$ cat src/design/hpp_pkg.sv
// Purpose: constants for the host processor bus port
// Assumes: host bus clock is sampled by the 200 MHz system clock
// Notes: register offsets are byte addresses on the 5-bit host address
//
// Summary of operation
// - address bits come from bus lines 4:0 on falling host clock with latch high
// - address uses five low bus lines, data transfers use all eight
// - byte lane zero is address bit 0, byte lane one is address bit 1
// - write data sampled on rising edge one host cycle after the strobe
// - acknowledge driven low for exactly one host clock cycle
// - read data valid on data pins at the rising edge with acknowledge low
// - host interrupt held while user request stands, also as a status bit
// - user index and direction output first, then user begin asserted
// - sixteen user locations with no hard register behind them
// - wait states until user finish, acknowledge only after it
// - eight-bit registers, 0b to 0f reserved, 10 to 1f go to user logic
// - control one reads back the control bits written by the host
// - control one bit 0 drives global set/reset, default 0
// - control one bit 5 low requests readback, default 1
// - control one bit 7 low requests reconfiguration, default 1
// - user interrupts forwarded only with control two bit 2 set
// - pending interrupt status bit cleared by a status register read
package hpp_pkg;
   localparam int unsigned SYS_CLOCK_MHZ = 200;
   localparam int unsigned SYNC_STAGES = 2;

   // register offsets
   localparam logic [4:0] OFS_PORT_CONTROL_ONE = 5'h00;
   localparam logic [4:0] OFS_PORT_CONTROL_TWO = 5'h01;
   localparam logic [4:0] OFS_SCRATCHPAD = 5'h02;
   localparam logic [4:0] OFS_PORT_STATUS = 5'h03;
   localparam logic [4:0] OFS_CONFIG_READBACK_DATA = 5'h04;
   localparam logic [4:0] OFS_READBACK_ADDRESS_LOW = 5'h05;
   localparam logic [4:0] OFS_READBACK_ADDRESS_HIGH = 5'h06;
   localparam logic [4:0] OFS_IDENTITY_BYTE_0 = 5'h07;
   localparam logic [4:0] OFS_IDENTITY_BYTE_1 = 5'h08;
   localparam logic [4:0] OFS_IDENTITY_BYTE_2 = 5'h09;
   localparam logic [4:0] OFS_IDENTITY_BYTE_3 = 5'h0a;
   localparam int unsigned USER_SPACE_BIT = 4;

   // control one fields
   localparam int unsigned C1_GLOBAL_SET_RESET = 0;
   localparam int unsigned C1_READBACK_N = 5;
   localparam int unsigned C1_RECONFIGURE_N = 7;
   localparam logic [7:0] C1_MASK = 8'ha1;
   localparam logic [7:0] C1_RESET = 8'ha0;

   // control two fields
   localparam int unsigned C2_USER_INTERRUPT_ENABLE = 2;
   localparam logic [7:0] C2_MASK = 8'h3f;
   localparam logic [7:0] C2_RESET = 8'h00;

   // status fields
   localparam int unsigned ST_IRQ_PENDING = 2;
   localparam int unsigned ST_INIT = 6;
   localparam int unsigned ST_DONE = 7;

   // synchronised pin vector layout
   localparam int unsigned PIN_HCLK = 0;
   localparam int unsigned PIN_ALE = 1;
   localparam int unsigned PIN_STROBE_N = 2;
   localparam int unsigned PIN_SEL_LOW_N = 3;
   localparam int unsigned PIN_SEL_HIGH = 4;
   localparam int unsigned PIN_WRITE = 5;
   localparam int unsigned PIN_LANE0 = 6;
   localparam int unsigned PIN_LANE1 = 7;
   localparam int unsigned PIN_USER_INTERRUPT_N_N = 8;
   localparam int unsigned PIN_DONE = 9;
   localparam int unsigned PIN_INIT = 10;
   localparam int unsigned PIN_DATA = 11;
   localparam int unsigned PIN_WIDTH = 19;

   typedef enum logic [4:0] {
      HPP_IDLE = 5'b00001,
      HPP_DATA = 5'b00010,
      HPP_USER = 5'b00100,
      HPP_ACK_LOW = 5'b01000,
      HPP_ACK_END = 5'b10000
   } hpp_state_type;

   typedef struct packed {
      logic [PIN_WIDTH-1:0] s1;
      logic [PIN_WIDTH-1:0] s2;
      logic hclk_prev;
      hpp_state_type state;
      logic [4:0] addr_lat;
      logic [4:0] addr;
      logic write;
      logic [7:0] rdata;
      logic [7:0] ctrl1;
      logic [7:0] ctrl2;
      logic [7:0] scratch;
      logic [15:0] rb_addr;
      logic pending;
      logic irq_n;
      logic ack_n;
      logic data_oe;
      logic [7:0] data_out;
      logic [3:0] uidx;
      logic urnw;
      logic ubegin;
      logic [7:0] uwdata;
   } hpp_regs_type;
endpackage

$ cat src/design/hpp_host_port.sv
// Purpose: synchronous multiplexed-bus host port with user handshake
// Assumes: host clock and all host pins are sampled by CLOCK_I
// Notes: the bus operates on detected edges of the synchronised host clock
`timescale 1ns/1ps
module hpp_host_port
   import hpp_pkg::*;
#(
   parameter logic [31:0] IDENTITY = 32'h0000_0001 // arbitrary value
) (
   input wire logic CLOCK_I,
   input wire logic RESET_N_I,
   input wire logic HOST_INTERFACE_CLOCK_I,
   input wire logic ADDRESS_LATCH_I,
   input wire logic TRANSFER_BEGIN_STROBE_N_I,
   input wire logic SELECT_LOW_N_I,
   input wire logic SELECT_HIGH_I,
   input wire logic HOST_WRITE_NOT_READ_I,
   input wire logic BYTE_LANE_ZERO_I,
   input wire logic BYTE_LANE_ONE_I,
   input wire logic [7:0] DATA_I,
   output logic [7:0] DATA_O,
   output logic DATA_OE_O,
   output logic HOST_ACKNOWLEDGE_N_O,
   output logic HOST_INTERRUPT_N_O,
   output logic [3:0] USER_REGISTER_INDEX_O,
   output logic USER_READ_NOT_WRITE_O,
   output logic USER_BEGIN_O,
   output logic [7:0] USER_WRITE_DATA_O,
   input wire logic USER_FINISH_I,
   input wire logic [7:0] USER_READ_DATA_I,
   input wire logic USER_INTERRUPT_N_I,
   input wire logic CONFIG_DONE_I,
   input wire logic CONFIG_INIT_I,
   output logic GLOBAL_SET_RESET_O,
   output logic READBACK_REQUEST_N_O,
   output logic RECONFIGURE_N_O,
   output logic [15:0] READBACK_ADDRESS_O
);
   hpp_regs_type q;
   hpp_regs_type d;
   logic [PIN_WIDTH-1:0] pins;
   logic host_rise;
   logic host_fall;
   logic selected;
   logic [4:0] bus_addr;
   logic [7:0] reg_rd;
   logic user_req;

   // gather all foreign inputs for the two-flop synchroniser
   assign pins = {DATA_I, CONFIG_INIT_I, CONFIG_DONE_I, USER_INTERRUPT_N_I,
                  BYTE_LANE_ONE_I, BYTE_LANE_ZERO_I, HOST_WRITE_NOT_READ_I,
                  SELECT_HIGH_I, SELECT_LOW_N_I, TRANSFER_BEGIN_STROBE_N_I,
                  ADDRESS_LATCH_I, HOST_INTERFACE_CLOCK_I};

   // host clock edges and decoded request, read only from second stage
   always_comb begin
      host_rise = q.s2[PIN_HCLK] & ~q.hclk_prev;
      host_fall = ~q.s2[PIN_HCLK] & q.hclk_prev;
      selected = ~q.s2[PIN_SEL_LOW_N] & q.s2[PIN_SEL_HIGH];
      // lanes replace the two low latched address bits on every transfer
      bus_addr = {q.addr_lat[4:2], q.s2[PIN_LANE1], q.s2[PIN_LANE0]};
      user_req = ~q.s2[PIN_USER_INTERRUPT_N_N] & q.ctrl2[C2_USER_INTERRUPT_ENABLE];
   end

   // register read multiplexer, reserved locations read zero
   always_comb begin
      case (q.addr)
         OFS_PORT_CONTROL_ONE: reg_rd = q.ctrl1 & C1_MASK;
         OFS_PORT_CONTROL_TWO: reg_rd = q.ctrl2 & C2_MASK;
         OFS_SCRATCHPAD: reg_rd = q.scratch;
         OFS_PORT_STATUS: begin
            reg_rd = 8'h00;
            reg_rd[ST_IRQ_PENDING] = q.pending;
            reg_rd[ST_INIT] = q.s2[PIN_INIT];
            reg_rd[ST_DONE] = q.s2[PIN_DONE];
         end
         OFS_IDENTITY_BYTE_0: reg_rd = IDENTITY[7:0];
         OFS_IDENTITY_BYTE_1: reg_rd = IDENTITY[15:8];
         OFS_IDENTITY_BYTE_2: reg_rd = IDENTITY[23:16];
         OFS_IDENTITY_BYTE_3: reg_rd = IDENTITY[31:24];
         default: reg_rd = 8'h00;
      endcase
   end

   // next-state logic for the whole port
   always_comb begin
      d = q;
      d.s1 = pins;
      d.s2 = q.s1;
      d.hclk_prev = q.s2[PIN_HCLK];
      // interrupt level follows the user request, no bus involvement
      d.irq_n = ~user_req;
      case (q.state)
         HPP_IDLE: begin
            // address captured on falling host edge while latch is high
            if (host_fall && q.s2[PIN_ALE]) begin
               d.addr_lat = q.s2[PIN_DATA +: 5];
            end
            if (host_rise && !q.s2[PIN_STROBE_N] && selected) begin
               d.addr = bus_addr;
               d.write = q.s2[PIN_WRITE];
               // index and direction go out ahead of user begin
               d.uidx = bus_addr[3:0];
               d.urnw = ~q.s2[PIN_WRITE];
               d.state = HPP_DATA;
            end
         end
         HPP_DATA: begin
            if (host_rise) begin
               if (q.addr[USER_SPACE_BIT]) begin
                  // user space: hand the transfer to user logic
                  d.ubegin = 1'b1;
                  d.uwdata = q.s2[PIN_DATA +: 8];
                  d.state = HPP_USER;
               end else begin
                  if (q.write) begin
                     case (q.addr)
                        OFS_PORT_CONTROL_ONE: d.ctrl1 = q.s2[PIN_DATA +: 8] & C1_MASK;
                        OFS_PORT_CONTROL_TWO: d.ctrl2 = q.s2[PIN_DATA +: 8] & C2_MASK;
                        OFS_SCRATCHPAD: d.scratch = q.s2[PIN_DATA +: 8];
                        OFS_READBACK_ADDRESS_LOW: d.rb_addr[7:0] = q.s2[PIN_DATA +: 8];
                        OFS_READBACK_ADDRESS_HIGH: d.rb_addr[15:8] = q.s2[PIN_DATA +: 8];
                        default: d.rb_addr = q.rb_addr;
                     endcase
                  end else begin
                     d.rdata = reg_rd;
                  end
                  d.state = HPP_ACK_LOW;
               end
            end
         end
         HPP_USER: begin
            // wait states last until user logic finishes
            if (USER_FINISH_I) begin
               d.ubegin = 1'b0;
               if (!q.write) begin
                  d.rdata = USER_READ_DATA_I;
               end
               d.state = HPP_ACK_LOW;
            end
         end
         HPP_ACK_LOW: begin
            // drive on falling edge so data is stable at the rising edge
            if (host_fall) begin
               d.ack_n = 1'b0;
               d.data_oe = ~q.write;
               d.data_out = q.rdata;
               d.state = HPP_ACK_END;
            end
         end
         HPP_ACK_END: begin
            // one full host cycle later the acknowledge is withdrawn
            if (host_fall) begin
               d.ack_n = 1'b1;
               d.data_oe = 1'b0;
               d.state = HPP_IDLE;
            end
         end
         default: d.state = HPP_IDLE;
      endcase
      // pending bit: a request in the clearing cycle wins
      d.pending = q.pending;
      if (q.state == HPP_DATA && host_rise && !q.write && q.addr == OFS_PORT_STATUS) begin
         d.pending = 1'b0;
      end
      if (user_req) begin
         d.pending = 1'b1;
      end
   end

   // single state register, reset leaves defaults in control one
   always_ff @(posedge CLOCK_I or negedge RESET_N_I) begin
      if (!RESET_N_I) begin
         q <= '0;
         q.state <= HPP_IDLE;
         q.ctrl1 <= C1_RESET;
         q.ctrl2 <= C2_RESET;
         q.irq_n <= 1'b1;
         q.ack_n <= 1'b1;
         q.urnw <= 1'b1;
      end else begin
         q <= d;
      end
   end

   // outputs straight from the state register
   assign DATA_O = q.data_out;
   assign DATA_OE_O = q.data_oe;
   assign HOST_ACKNOWLEDGE_N_O = q.ack_n;
   assign HOST_INTERRUPT_N_O = q.irq_n;
   assign USER_REGISTER_INDEX_O = q.uidx;
   assign USER_READ_NOT_WRITE_O = q.urnw;
   assign USER_BEGIN_O = q.ubegin;
   assign USER_WRITE_DATA_O = q.uwdata;
   assign GLOBAL_SET_RESET_O = q.ctrl1[C1_GLOBAL_SET_RESET];
   assign READBACK_REQUEST_N_O = q.ctrl1[C1_READBACK_N];
   assign RECONFIGURE_N_O = q.ctrl1[C1_RECONFIGURE_N];
   assign READBACK_ADDRESS_O = q.rb_addr;
endmodule

$ cat config.mk
export PLATFORM = sky130hd
export DESIGN_NAME = hpp_host_port
export DESIGN_NICKNAME = d
export VERILOG_FILES = /design/src/design/hpp_pkg.sv /design/src/design/hpp_host_port.sv
export SDC_FILE = /design/constraint.sdc
export NUM_CORES = 1
export LEC_CHECK = 0
export ABC_AREA = 1
export ABC_CLOCK_PERIOD_IN_PS = 1650
export BUFFER_PORTS_ARGS = -buffer_cell sky130_fd_sc_hd__buf_4
export CORE_ASPECT_RATIO = 1.75
export CORE_MARGIN = 3
export CORE_UTILIZATION = 51
export CTS_BUF_LIST = sky130_fd_sc_hd__clkbuf_16
export CTS_CLUSTER_DIAMETER = 100
export DETAILED_ROUTE_END_ITERATION = 10
export PLACE_DENSITY = 0.76
export SETUP_SLACK_MARGIN = 0.1
export SKIP_LAST_GASP = 1
export SYNTH_ARGS = -nofsm -noshare
export SYNTH_HDL_FRONTEND = slang
export SYNTH_SLANG_ARGS = --single-unit
$ cat constraint.sdc
create_clock -name CLOCK_I -period 1.65 [get_ports CLOCK_I]
set_input_delay 0.165 -clock CLOCK_I [delete_from_list [all_inputs] [get_ports CLOCK_I]]
set_output_delay 0.165 -clock CLOCK_I [all_outputs]
set_load 0.02 [all_outputs]
Yosys cells after proc, flatten, opt, wreduce, memory -nomap -nowiden

Index checks and enable logic that the tools add are counted.

Mux-type cells: 29
Equality and inequality tests: 20
Reduce and logical (&&, ||, !) cells: 25
Bitwise logic cells: 12

Operators with widths:

| cell               | number |
|---|---|
| $mux 48            | 2 |
| $mux 8             | 7 |
| $mux 40            | 1 |
| $pmux 8 s5         | 1 |
| $reduce_and 5->1   | 6 |
| $mux 5             | 5 |
| $pmux 5 s5         | 1 |
| $eq 5x3->1 const B | 4 |
| $mux 9             | 2 |
| $ne 2x2->1 const B | 9 |
| $pmux 8 s2         | 1 |
| $eq 5x2->1 const B | 3 |
| $eq 5x1->1 const B | 2 |
| $mux 10            | 1 |
| $not 1->1          | 8 |
| $logic_and 1x1->1  | 6 |
| $mux 6             | 1 |
| $reduce_and 2->1   | 3 |
| $reduce_and 3->1   | 2 |
| $reduce_and 6->1   | 1 |
| $reduce_bool 2->1  | 3 |
| $eq 5x4->1 const B | 1 |
| $eq 5x5->1 const B | 1 |
| $logic_not 5->1    | 1 |
| 8 further kinds    | 14 |

Output and inout port bits: 44
Logic and storage cells: 108
Bits of input ports: 30
Register bits after elaboration: 122

Depth between registers and ports, before layout

Word-level depth: 7
Gate-level depth with buffers: 10
Gate-level depth less buffers: 10

Worst setup path before layout

Ideal clock, no wire load.

Path type: flip-flop to flip-flop
Start: reg q[88] in the netlist's numbering
End: reg q (netlist bit READBACK_ADDRESS_O[15])
Library setup time: 119 ps
Period minus slack after synthesis: 1553 ps
Data arrival time: 1434 ps
Data required time: 1531 ps
Slack: 97 ps
Path buffers: 1
Stages on the path, launching flop included: 8
Cells stage by stage: dfrtp_1 nor2_4 nand3_4 nor4_4 nand2_4 buf_6 nand2_2 o21ai_2

Word-level cells in the longest chain between the ends: 2

Ends and longest elaborated chain:

| what                              | RTL line            | text |
|---|---|---|
| start: declaration                | hpp_host_port.sv:39 | `hpp_regs_type q;` |
| $eq 5x2->1                        | hpp_host_port.sv:93 | `case (q.state)` |
| $reduce_and 5->1 (no source line) | --                  |  |

Every way passes these cells.
A chain may end at the register's enable or synchronous reset.

Final worst setup path

Start: reg q[85] in the netlist's numbering
End: reg q[88] in the netlist's numbering

Word-level cells in the longest chain between the ends: 3
Elaborated cells on any way between the ends: 12
Classes of those cells: eq/ne: 10; mux: 1; reduce/logical: 1

Ends and longest elaborated chain:

| what                                     | RTL line |
|---|---|
| $eq 5x1->1, or another cell as far along | hpp_host_port.sv:93 |
| $ne 2x2->1 (no source line)              | -- |
| $reduce_and 5->1 (no source line)        | -- |

Parallel ways exist; a longest one is shown, timed or not.

==> flow_summary.toml <==
[drt]
via_per_inst = 5.19
wl_per_cell_um = 16.4
drc = 0
drtAntennaViolNets = 0
vias = 3668
first_pass_iters = 5
wl_um = 11600
drt_iter0_drc = 285

[placement]
place_congestion = 0.868
hpwlAfterDp_um = 7340
port_buffers = 73
dpl_cell_area_um2 = 5240
placedCellCount = 641

[setup_path]
path_class = "flop to flop"
path_buf_inv = 2
cp_slowest_stage_delay_ns = 0.60
startpoint_type = "flop"
cp_max_fo = 4
worst_path_dominant_cell_family = "flip-flops"
path_cells = "inv_1 > nand2_1 > nor2_1 > nand3_2 > buf_4 > nand4_1 > o21bai_1"
worstPathArrival_ns = 1.97
crit_slowest_cell = "dfstp_2"
worstPathRequired_ns = 1.97
end_kind = "flop"

[cts]
h-tree-depth = 4
cts_made_buffers = 17
clk_pin_slew_ns = 0.05
cts_buffer_depth = 2
numClockSinks = 116
clock_latency_ns = 0.41
cts_root_buffer = "clkbuf_16"
tritoncts = "built"

[power_and_ir_drop]
seqPwrFrac_pct = 39.6
p_int_uw = 5960
power_frac_comb_pct = 18.0
p_leak_uw = 0.00313
peakVddDrop_uv = 1080
power_density_nw_per_um2 = 1330
p_sw_uw = 2370
swShare_pct = 28.4
clkPwrFrac_pct = 42.4

[sta]
postLayoutSetupSlackWorst_ns = -0.00727
rsz0062_at_grt = "yes"
slew_headroom_pct = 69.4
worst_pin_slew_ns = 0.459
hold_viol = 0
whs_ns = 0.0594
post-route-min-period_ns = 1.66
finalMaxSlewViolations = 0
finalSetupViolCount = 1
fmax_ghz = 0.603
period_share_pct = 100
fin_worst_skew_ns = 0.00860

[status]
status = "complete, but fails checks"
violations = "negative setup slack"

[final_layout]
nFillCells = 609
diodes = 0
area_growth_pct = 33.3
most-common-layout-cells = "137 x nand2_1, 109 x dfrtp_1, 98 x buf_4"
fin_util_pct = 71.1
drive_gt1_share_pct = 33.4
final_cell_area_um2 = 6280
nNetsFinal = 607
layout_commonest_cell = "nand2_1"
finalNonFillerCells = 707

[die]
io_pins = 74
die_x_um = 78.7
dieArea_um2 = 10500
start_util_pct = 53.3
rows = 45
die_h_um = 133
coreArea_um2 = 8840

[synthesis]
synth_top_area_cell = "dfrtp_1"
synthTopCellsByArea = "dfrtp_1 58%, nand2_1 12%, buf_4 5.9%, o21ai_0 4.6%, dfstp_2 3.3%"
synth_cells = 477
ys_types = 26
synthesis.area_um2 = 4710
synth_top_area_share_pct = 58.4
ys_seq_elements = 116
synth_nets = 507
synth_area_per_cell_um2 = 9.88
yosys_warnings = 0
synth_seq_area_share_pct = 61.7

[global_routing]
grt_max_degree = 36
use_met1_pct = 23.3
antenna_found_initial = 0
grt-busiest-layer = "met2"
grt_usage_pct = 22.3
gr-usage-met3_pct = 6.70
grt_pass1_vias = 3750
overflow = 0
grt_use_met2_pct = 38.9
grt_pass1_wl_um = 17700

[run]
drv_cap = 0

[min_path]
hp-class = "primary input to flop"
-- routing by layer --
metal	share of wire, %	routed length [um]
met5	0	0
met4	4.3	493
met3	5.8	672
met2	55	6330
met1	35	4080
-- repair_timing --
action / 4_1_cts / 5_1_grt
resized for setup: 14 / 42
endpoints found under the setup margin: 31 / 66
hold buffers: 20 / 0
cloned: 1 / 1
hold endpoints to repair: 49 / 0
setup buffers: 4 / 8
pin swaps: 4 / 12
-- power groups by stage --
stage / registers (uW) / clock network (uW) / logic, uW
floorplan: 3280 / 0 / 730
global placement: 3290 / 0 / 1120
detailed placement: 3310 / 0 / 1150
CTS: 3270 / 3550 / 1270
global route: 3330 / 3680 / 1630
finish: 3300 / 3530 / 1500
-- metrics by stage --
| step | TNS, ns | worst slack [ns] | total power [uW] |
|---|---|---|---|
| floorplan | 0 | 0.0975 | 4010 |
| finish | -0.00727 | -0.00727 | 8330 |
| global route | -0.397 | -0.0797 | 8640 |
| detailed placement | -0.0414 | -0.0128 | 4460 |
| global placement | 0 | 0.0887 | 4410 |
| CTS | 0 | 0.0746 | 8100 |
-- layout make-up --
type                    instances  area (um^2)  area share [%]
multi-input cells             279         1480            23.5
repair buffers                125         1030            16.4
clock inverters                15          146            2.33
well taps                     117          146            2.33
flip-flops and latches        116         2910            46.3
inverters                      38          143            2.27
clock buffers                  17          425            6.77
-- cells by family (layout without fill, tap and decap cells) --
family / after synthesis / count (layout) / synth area share [%]
AOI/OAI and AO/OA: 62 / 62 / 7.27
buffers and inverters: 82 / 195 / 10.0
DFF: 116 / 116 / 61.7
and+or+nand+nor: 217 / 217 / 20.9
-- worst register-to-register path, delay by kind of cell (launching register included) --
kind                   cells  cell delay [ns]
buffers and inverters      2             0.19
AND/OR/NAND/NOR            4             0.51
AO/OA/AOI/OAI              1             0.27
flip-flops                 1             0.60
-- registers in the layout, indices dropped and copies added, names as in the netlist --
name / cells
bus_addr: 5
USER_WRITE_DATA_O: 8
d: 20
HOST_ACKNOWLEDGE_N_O: 1
RECONFIGURE_N_O: 1
HOST_INTERRUPT_N_O: 1
READBACK_ADDRESS_O: 16
READBACK_REQUEST_N_O: 1
USER_BEGIN_O: 1
DATA_OE_O: 1
DATA_O: 8
GLOBAL_SET_RESET_O: 1
USER_READ_NOT_WRITE_O: 1
q: 51
-- cells in the mapped netlist (all sizes together) --
cell and instances:
o21bai 1, buf 43, nand3 28, nor2 23
nand2 151, a21oi 2, o21ai 59, nor4 2
inv 38, nor3 4, clkbuf 1, dfstp 6
dfrtp 110, nand4 9
-- path summary, 6_finish.rpt --
path	end	slack [ns]	from	cells past startpoint
max reg2reg	q[88]	-0.007	q[85]	7
max in group asynchronous	q[79]	0.78	RESET_N_I	3
min	q[71]	0.06	USER_READ_DATA_I[5]	5
max	q[88]	-0.007	q[85]	7
min reg2reg	q[96]	0.34	d[96]	0
min in group asynchronous	READBACK_ADDRESS_O[13]	0.24	RESET_N_I	2
Note: power is estimated with default switching activity, not from simulation.
